## config.mk

```make
export PLATFORM = sky130hd
export DESIGN_NAME = iir_ide_irq_routing
export DESIGN_NICKNAME = d
export VERILOG_FILES = /design/src/inc/iir_pkg.sv /design/src/iir_ide_irq_routing.sv /design/src/iir_sync2.sv
export SDC_FILE = /design/constraint.sdc
export NUM_CORES = 1
export LEC_CHECK = 0
export ABC_AREA = 1
export BUFFER_PORTS_ARGS = -buffer_cell sky130_fd_sc_hd__buf_4
export CORE_ASPECT_RATIO = 0.6
export CORE_MARGIN = 2
export CORE_UTILIZATION = 46
export DETAILED_ROUTE_END_ITERATION = 16
export HOLD_SLACK_MARGIN = 0.1
export PLACE_DENSITY_LB_ADDON = 0.25
export REMOVE_ABC_BUFFERS = 1
export SYNTH_ARGS = -nofsm -noshare
export SYNTH_HDL_FRONTEND = slang
export SYNTH_SLANG_ARGS = --single-unit
```

## constraint.sdc

```tcl
create_clock -name clock -period 1.4 [get_ports clock]
set_input_delay 0.07 -clock clock [delete_from_list [all_inputs] [get_ports clock]]
set_output_delay 0.07 -clock clock [all_outputs]
set_load 0.01 [all_outputs]
```

## src/inc/iir_pkg.sv

```systemverilog
// constants shared by the ide interrupt routing and strap block
`default_nettype none
package iir_pkg;
  // clock rate in MHz, period in ns
  localparam int CLK_FREQ_MHZ = 50;
  localparam int CLK_PERIOD_NS = 20;
  // drive reset least low time, microseconds
  localparam int DRV_RST_US = 25;
  localparam int DRV_RST_CYC = DRV_RST_US * CLK_FREQ_MHZ;
  localparam int DRV_RST_CNT_W = 11;
  // write strobe least low time, ns; rounded up to cycles
  localparam int WR_LOW_NS = 60;
  localparam int WR_LOW_CYC =
    (WR_LOW_NS + CLK_PERIOD_NS - 1) / CLK_PERIOD_NS;
  localparam int WR_CNT_W = 4;
  localparam int DATA_W = 16;
  // strap values after reset, before capture (user defaults)
  localparam logic RST_CHAN_CFG = 1'h0;
  localparam logic RST_ROM_EN_N = 1'h1;
  localparam logic RST_TEST_N = 1'h1;
  localparam logic RST_TRIG_N = 1'h0;
  localparam logic RST_PINOUT = 1'h1;
  // strap encodings
  localparam logic CHAN_BOTH = 1'h0;
  localparam logic ROM_ENABLED = 1'h0;
  localparam logic TEST_MODE = 1'h0;
  localparam logic TRIG_EDGE = 1'h0;
  localparam logic PINOUT_COMPAT = 1'h1;
  typedef enum logic [2:0] {
    IIR_WR_IDLE   = 3'h1,
    IIR_WR_STROBE = 3'h2,
    IIR_WR_HOLD   = 3'h4
  } iir_wr_e;
endpackage
`default_nettype wire

```

## src/iir_ide_irq_routing.sv

```systemverilog
// ide interrupt routing, reset straps, rom pins and drive strobes
`timescale 1ns/1ns
`default_nettype none
module iir_ide_irq_routing
#(
  parameter int WrLowCycles = iir_pkg::WR_LOW_CYC,
  parameter int DrvRstCycles = iir_pkg::DRV_RST_CYC
)
(
  input  wire logic                       clock,
  input  wire logic                       drive_soft_reset_bit,
  input  wire logic                       primaryDriveIrqIn,
  input  wire logic                       secondaryDriveIrqIn,
  input  wire logic                       romEnableStrapN,
  input  wire logic                       irqTriggerStrapN,
  input  wire logic                       irqPinoutStrap,
  input  wire logic                       latchPinIn,
  output logic                            latchPinOut,
  output logic                            latchPinOeN,
  input  wire logic                       romSelPinIn,
  output logic                            romSelPinOut,
  output logic                            romSelPinOeN,
  input  wire logic                       legacyMode,
  input  wire logic                       romAddrLoad,
  input  wire logic                       romReadActive,
  input  wire logic                       sysMgmtEvent,
  input  wire logic                       driveResetReq,
  input  wire logic                       hostWriteStart,
  input  wire logic [iir_pkg::DATA_W-1:0] hostWriteData,
  output logic                            hostWriteBusy,
  output logic                            driveWriteStrobeN,
  output logic [iir_pkg::DATA_W-1:0]      driveDataOut,
  output logic                            driveDataOeN,
  output logic                            driveResetOutN,
  output logic                            intaPinOut,
  output logic                            intaPinOeN,
  output logic                            irq15PinOut,
  output logic                            irq15PinOeN,
  output logic                            irq14PinOut,
  output logic                            irq14PinOeN,
  output logic                            secondaryEnabled,
  output logic                            romEnabled,
  output logic                            testModeActive
);
  if (WrLowCycles < 1 || WrLowCycles > 15)
  begin : gWrLowChk
    $error("WrLowCycles out of range");
  end
  if (DrvRstCycles < 1 || DrvRstCycles > 2047)
  begin : gDrvRstChk
    $error("DrvRstCycles out of range");
  end

  logic primIrqSync, secIrqSync, romStrapSync, trigStrapSync;
  logic pinoutStrapSync, chanStrapSync, testStrapSync;
  logic strapsTaken_ff;
  logic chanCfg_ff, romEnN_ff, testN_ff, trigN_ff, pinout_ff;
  logic [iir_pkg::DRV_RST_CNT_W-1:0] rstCnt_ff;
  logic [iir_pkg::WR_CNT_W-1:0] wrCnt_ff;
  iir_pkg::iir_wr_e wrState_ff;
  logic primIrq, secIrq;

  iir_sync2 syncPrim (.clock(clock), .pinIn(primaryDriveIrqIn),
                      .syncOut(primIrqSync));
  iir_sync2 syncSec (.clock(clock), .pinIn(secondaryDriveIrqIn),
                     .syncOut(secIrqSync));
  iir_sync2 syncRom (.clock(clock), .pinIn(romEnableStrapN),
                     .syncOut(romStrapSync));
  iir_sync2 syncTrig (.clock(clock), .pinIn(irqTriggerStrapN),
                      .syncOut(trigStrapSync));
  iir_sync2 syncPinout (.clock(clock), .pinIn(irqPinoutStrap),
                        .syncOut(pinoutStrapSync));
  iir_sync2 syncChan (.clock(clock), .pinIn(latchPinIn),
                      .syncOut(chanStrapSync));
  iir_sync2 syncTest (.clock(clock), .pinIn(romSelPinIn),
                      .syncOut(testStrapSync));

  // capture once
  // synchronised values still show levels seen during reset, since the
  // shared pins stay undriven until straps are taken
  always_ff @(posedge clock)
  begin
    if (drive_soft_reset_bit)
    begin
      strapsTaken_ff <= 1'b0;
      chanCfg_ff     <= iir_pkg::RST_CHAN_CFG;
      romEnN_ff      <= iir_pkg::RST_ROM_EN_N;
      testN_ff       <= iir_pkg::RST_TEST_N;
      trigN_ff       <= iir_pkg::RST_TRIG_N;
      pinout_ff      <= iir_pkg::RST_PINOUT;
    end
    else if (!strapsTaken_ff)
    begin
      strapsTaken_ff <= 1'b1;
      chanCfg_ff     <= chanStrapSync;
      romEnN_ff      <= romStrapSync;
      testN_ff       <= testStrapSync;
      pinout_ff      <= pinoutStrapSync;
      // trigger strap, ignored unless compatible pinout
      trigN_ff       <= pinoutStrapSync ? trigStrapSync
                                        : iir_pkg::RST_TRIG_N;
    end
  end

  assign secondaryEnabled = (chanCfg_ff == iir_pkg::CHAN_BOTH);
  assign romEnabled       = (romEnN_ff == iir_pkg::ROM_ENABLED);
  assign testModeActive   = strapsTaken_ff &&
                            (testN_ff == iir_pkg::TEST_MODE);

  // drive inputs are trusted as level requests
  assign primIrq = primIrqSync;
  // secondary channel off when strap says primary only
  assign secIrq  = secIrqSync && secondaryEnabled;

  // power-on drive reset and later re-trigger
  always_ff @(posedge clock)
  begin
    if (drive_soft_reset_bit || driveResetReq)
    begin
      rstCnt_ff      <= DrvRstCycles[iir_pkg::DRV_RST_CNT_W-1:0];
      driveResetOutN <= 1'b0;
    end
    else if (rstCnt_ff > 1)
      rstCnt_ff <= rstCnt_ff - 1'b1;
    else
    begin
      rstCnt_ff      <= '0;
      driveResetOutN <= 1'b1;
    end
  end

  // write strobe sequencing
  // data is held one cycle past the rising edge for drive hold time
  always_ff @(posedge clock)
  begin
    if (drive_soft_reset_bit)
    begin
      wrState_ff        <= iir_pkg::IIR_WR_IDLE;
      wrCnt_ff          <= '0;
      driveWriteStrobeN <= 1'b1;
      driveDataOeN      <= 1'b1;
      driveDataOut      <= '0;
    end
    else
    begin
      unique case (wrState_ff)
        iir_pkg::IIR_WR_IDLE:
        begin
          if (hostWriteStart)
          begin
            wrState_ff        <= iir_pkg::IIR_WR_STROBE;
            wrCnt_ff          <= WrLowCycles[iir_pkg::WR_CNT_W-1:0];
            driveWriteStrobeN <= 1'b0;
            driveDataOeN      <= 1'b0;
            driveDataOut      <= hostWriteData;
          end
        end
        iir_pkg::IIR_WR_STROBE:
        begin
          if (wrCnt_ff > 1)
            wrCnt_ff <= wrCnt_ff - 1'b1;
          else
          begin
            wrState_ff        <= iir_pkg::IIR_WR_HOLD;
            driveWriteStrobeN <= 1'b1;
          end
        end
        iir_pkg::IIR_WR_HOLD:
        begin
          wrState_ff   <= iir_pkg::IIR_WR_IDLE;
          driveDataOeN <= 1'b1;
        end
        default:
        begin
          wrState_ff        <= iir_pkg::IIR_WR_IDLE;
          driveWriteStrobeN <= 1'b1;
          driveDataOeN      <= 1'b1;
        end
      endcase
    end
  end
  assign hostWriteBusy = (wrState_ff != iir_pkg::IIR_WR_IDLE);

  // address latch pulse, one cycle per load
  always_ff @(posedge clock)
  begin
    if (drive_soft_reset_bit)
    begin
      latchPinOut <= 1'b0;
      latchPinOeN <= 1'b1;
    end
    else
    begin
      latchPinOeN <= !strapsTaken_ff;
      latchPinOut <= romEnabled && strapsTaken_ff && romAddrLoad &&
                     !latchPinOut;
    end
  end

  // shared pin function chosen by rom strap
  always_ff @(posedge clock)
  begin
    if (drive_soft_reset_bit)
    begin
      romSelPinOut <= 1'b1;
      romSelPinOeN <= 1'b1;
    end
    else
    begin
      romSelPinOeN <= !strapsTaken_ff;
      if (romEnabled)
        romSelPinOut <= !romReadActive;
      else
        romSelPinOut <= !sysMgmtEvent;
    end
  end

  // interrupt pin routing
  // pins stay tristated until straps are known to avoid glitching irqs
  always_ff @(posedge clock)
  begin
    if (drive_soft_reset_bit || !strapsTaken_ff)
    begin
      intaPinOut  <= 1'b1;
      intaPinOeN  <= 1'b1;
      irq15PinOut <= 1'b0;
      irq15PinOeN <= 1'b1;
      irq14PinOut <= 1'b0;
      irq14PinOeN <= 1'b1;
    end
    else if (pinout_ff == iir_pkg::PINOUT_COMPAT)
    begin
      intaPinOut  <= (trigN_ff == iir_pkg::TRIG_EDGE) ? primIrq : !primIrq;
      irq15PinOut <= (trigN_ff == iir_pkg::TRIG_EDGE) ? secIrq : !secIrq;
      intaPinOeN  <= 1'b0;
      irq15PinOeN <= 1'b0;
      irq14PinOut <= primIrq;
      irq14PinOeN <= !legacyMode;
    end
    else if (legacyMode)
    begin
      intaPinOut  <= 1'b1;
      intaPinOeN  <= 1'b1;
      irq15PinOut <= secIrq;
      irq15PinOeN <= 1'b0;
      irq14PinOut <= primIrq;
      irq14PinOeN <= 1'b0;
    end
    else
    begin
      intaPinOut  <= !(primIrq || secIrq);
      intaPinOeN  <= 1'b0;
      irq15PinOut <= 1'b0;
      irq15PinOeN <= 1'b1;
      irq14PinOut <= 1'b0;
      irq14PinOeN <= 1'b1;
    end
  end

  // helper: counts the current low run of drive reset
  logic [iir_pkg::DRV_RST_CNT_W:0] rstLowCnt_ff;
  always_ff @(posedge clock)
  begin
    // cleared in reset so the power-on low run starts from a known count
    if (drive_soft_reset_bit || driveResetOutN)
      rstLowCnt_ff <= '0;
    else if (!(&rstLowCnt_ff))
      rstLowCnt_ff <= rstLowCnt_ff + 1'b1;
  end
endmodule // iir_ide_irq_routing
`default_nettype wire

```

## src/iir_sync2.sv

```systemverilog
// two flip-flop synchroniser for one pin level
`timescale 1ns/1ns
`default_nettype none
module iir_sync2
(
  input  wire logic clock,
  input  wire logic pinIn,
  output var  logic syncOut
);
  logic stage1_ff;
  // no reset: strap levels must flow through while drive_soft_reset_bit is held
  always_ff @(posedge clock)
  begin
    stage1_ff <= pinIn;
    syncOut   <= stage1_ff;
  end
endmodule // iir_sync2
`default_nettype wire

```

==> reports/results.ini <==
[synth]
syn_area_sq_um=2320
postSynthCellCount=276
synth-simple-area-share_pct=23.5
synthAdderAreaFrac_pct=2.16
ys_warn_count=0
synth_top_family_by_area=simple AND/OR/NAND/NOR gates
synth.avg_cell_area_sq_um=8.40
synth_cell_types=28
ys_seq_elements=66
synth_compound_area_share_pct=7.83
synth-xor-area-share_pct=3.02
synthMuxAreaShare_pct=0
seq_area_frac_synth_pct=57.0

[critical_path]
required_ns=1.63
worstPathCellList=inv_1 -> ha_1 -> o21ai_2 -> nand2_2 -> nand2_4 -> nand3_1 -> nand2_1 -> nor2_1
crit_fanout=6
slowest_delay_ns=0.35
cp.buffers_inverters=1
cp_slowest_cell=dfxtp_2
cp-end-kind=flip-flop
crit_family=simple AND/OR/NAND/NOR gates
arrival_ns=1.54
crit_type=flip-flop to flip-flop
start_kind=flip-flop

[grt]
grt_antenna_before_repair=0
overflow=0
grt_pass1_vias=2023
grt_usage_pct=21.6
grt_pass1_wl_um=8990
grt_max_degree=24

[power_and_ir_drop]
p_int_uw=3090
vdd_drop_max_v=0.000762
power_density_nw_per_um2=1250
combPwrFrac_pct=16.8
pwr-share-clk_pct=34.2
leakage_uw=0.00159
power.switching_uw=1170
swShare_pct=27.5
power_frac_seq_pct=49.0

[placement]
place_ws_ns=-0.0407
dp_hpwl_um=3500
dpl_cell_area_sq_um=2870
port_buffers=63
dp_cells=401
gp_congestion=0.754

[route]
detail-route-antenna-nets=0
drc=0
via_per_inst=4.54
wl_um=5360
wl_per_cell_um=11.9
vias=2045
drtPass1Iterations=4
first_iter_violations=86

[cts]
cts_buffers=9
cts_tree=built
cts_buffer_depth=2
cts.clk_slew.worst_paths_ns=0.07
cts.sinks=66
clk_latency_ns=0.34
h-tree-depth=3
cts_root_buf=clkbuf_8

[cells_and_area]
antennaDiodeCount=0
layout.cells.non_filler=450
fillers=357
fin_area_sq_um=3410
area_growth_pct=47.0
drive_gt1_share_pct=27.9
post-route-util_pct=72.4
fin_nets=417

[outcome]
status=finished, final reports clean

[timing]
slew_headroom_pct=73.2
maxSlewViolCount=0
tightest_slew_ns=0.401
final.setup_skew_ns=0.0105
period_needed_ns=1.31
hold_viol_final=0
worst_slack_ns=0.0922
max_freq_mhz=765
finalSetupViolations=0
fin_crit_sh_pct=93.4
hold_slack_ns=0.125

[floorplan]
placeableCoreArea_sq_um=4710
fp-row-count=19
io_pins=64
initial_core_util_pct=49.3
die_w_um=95.7
die_h_um=59.0
dieArea_sq_um=5640

[run]
cap_violations=0

[worst_hold_path]
hp-class=input pin to flip-flop

power groups by stage:
stage / logic (uW) / registers (uW) / clock network, uW
after floorplan: 275 / 2150 / 0
after global placement: 595 / 2120 / 0
after detailed placement: 607 / 2130 / 0
after CTS: 674 / 2080 / 1490
after global routing: 799 / 2100 / 1600
final: 718 / 2090 / 1460
registers in the layout (all words and copies together) (netlist names), 3 cells and up:
name,count
driveDataOut,16
rstCnt_ff,11
wrCnt_ff,4
wrState_ff,3
through the flow:
step / power [uW] / setup TNS, ns
2_1_floorplan: 2430 / 0
3_3_place_gp: 2710 / 0
3_5_place_dp: 2730 / -0.0854
4_1_cts: 4250 / 0
5_1_grt: 4500 / -0.00910
6_report: 4260 / 0
tightest hold or removal path: stages:
cell     delay [ns]
buf_4          0.11
inv_1          0.04
nand2_1        0.11
nand3_1        0.08
synthesized netlist by cell type (all sizes together):
library cell | count | area [sq um]
clkbuf | 2 | 7.51
nor3 | 6 | 46.3
ha | 4 | 50.1
or2 | 1 | 6.26
nor2 | 69 | 262
xnor2 | 5 | 43.8
a21oi | 6 | 30.0
xor2 | 3 | 26.3
nand4 | 1 | 6.26
buf | 4 | 28.8
o22a | 1 | 8.76
a32o | 1 | 10.0
nand2 | 35 | 144
inv | 30 | 115
dfxtp | 66 | 1320
o21bai | 1 | 7.51
nand3 | 16 | 80.1
o21ai | 25 | 125
cell type report:
| cell class | count | area [sq um] | area share [%] |
|---|---|---|---|
| timing repair buffer | 101 | 831 | 24.4 |
| tap | 63 | 78.8 | 2.31 |
| clock buffer | 10 | 138 | 4.04 |
| sequential | 66 | 1320 | 38.8 |
| multi-input combinational | 174 | 870 | 25.5 |
| inverter | 30 | 118 | 3.45 |
| clock inverter | 6 | 50.0 | 1.47 |
metal layers:
| layer | global-route usage (%) | up-vias | wire length (um) |
|---|---|---|---|
| li1 | - | 1088 | - |
| met1 | 27.3 | 892 | 2460 |
| met2 | 33.5 | 59 | 2420 |
| met3 | 9.80 | 6 | 424 |
| met4 | 6.33 | 0 | 53 |
| met5 | 0 | - | 0 |
cell families (layout without fill, tap and decap cells):
group,after synthesis,in the layout
compound gates,34,34
simple gates,128,128
fa+ha+maj,4,4
xor+xnor,8,8
buf+inv,36,147
flops,66,66
placed cells by master, fill, tap and decap left out, drive strengths merged, types with 2 or more instances in the layout:
cell type and n:
a21oi 6, buf 72, clkbuf 10, clkinv 2
clkinvlp 2, dfxtp 66, dlygate4sd3 29, ha 4
inv 32, nand2 35, nand3 16, nor2 69
nor3 6, o21ai 25, xnor2 5, xor2 3
worst paths after layout:
path,from,endpoint,slack (ns),cells past startpoint
max,wrCnt_ff[0],wrCnt_ff[2],0.09,8
min,hostWriteStart,wrState_ff[0],0.12,4
min reg2reg,syncChan.stage1_ff,syncChan.syncOut,0.33,0
max reg2reg,wrCnt_ff[0],wrCnt_ff[2],0.09,8
repair_timing:
| action | in CTS | in global routing |
|---|---|---|
| pin swaps | 0 | 2 |
| hold buffers | 29 | 0 |
| endpoints found under the setup margin | 4 | 15 |
| gates resized for setup | 1 | 11 |
| hold endpoints to repair | 38 | 0 |
| buffers inserted | 0 | 4 |
Note: power is estimated with default switching activity, not from simulation.
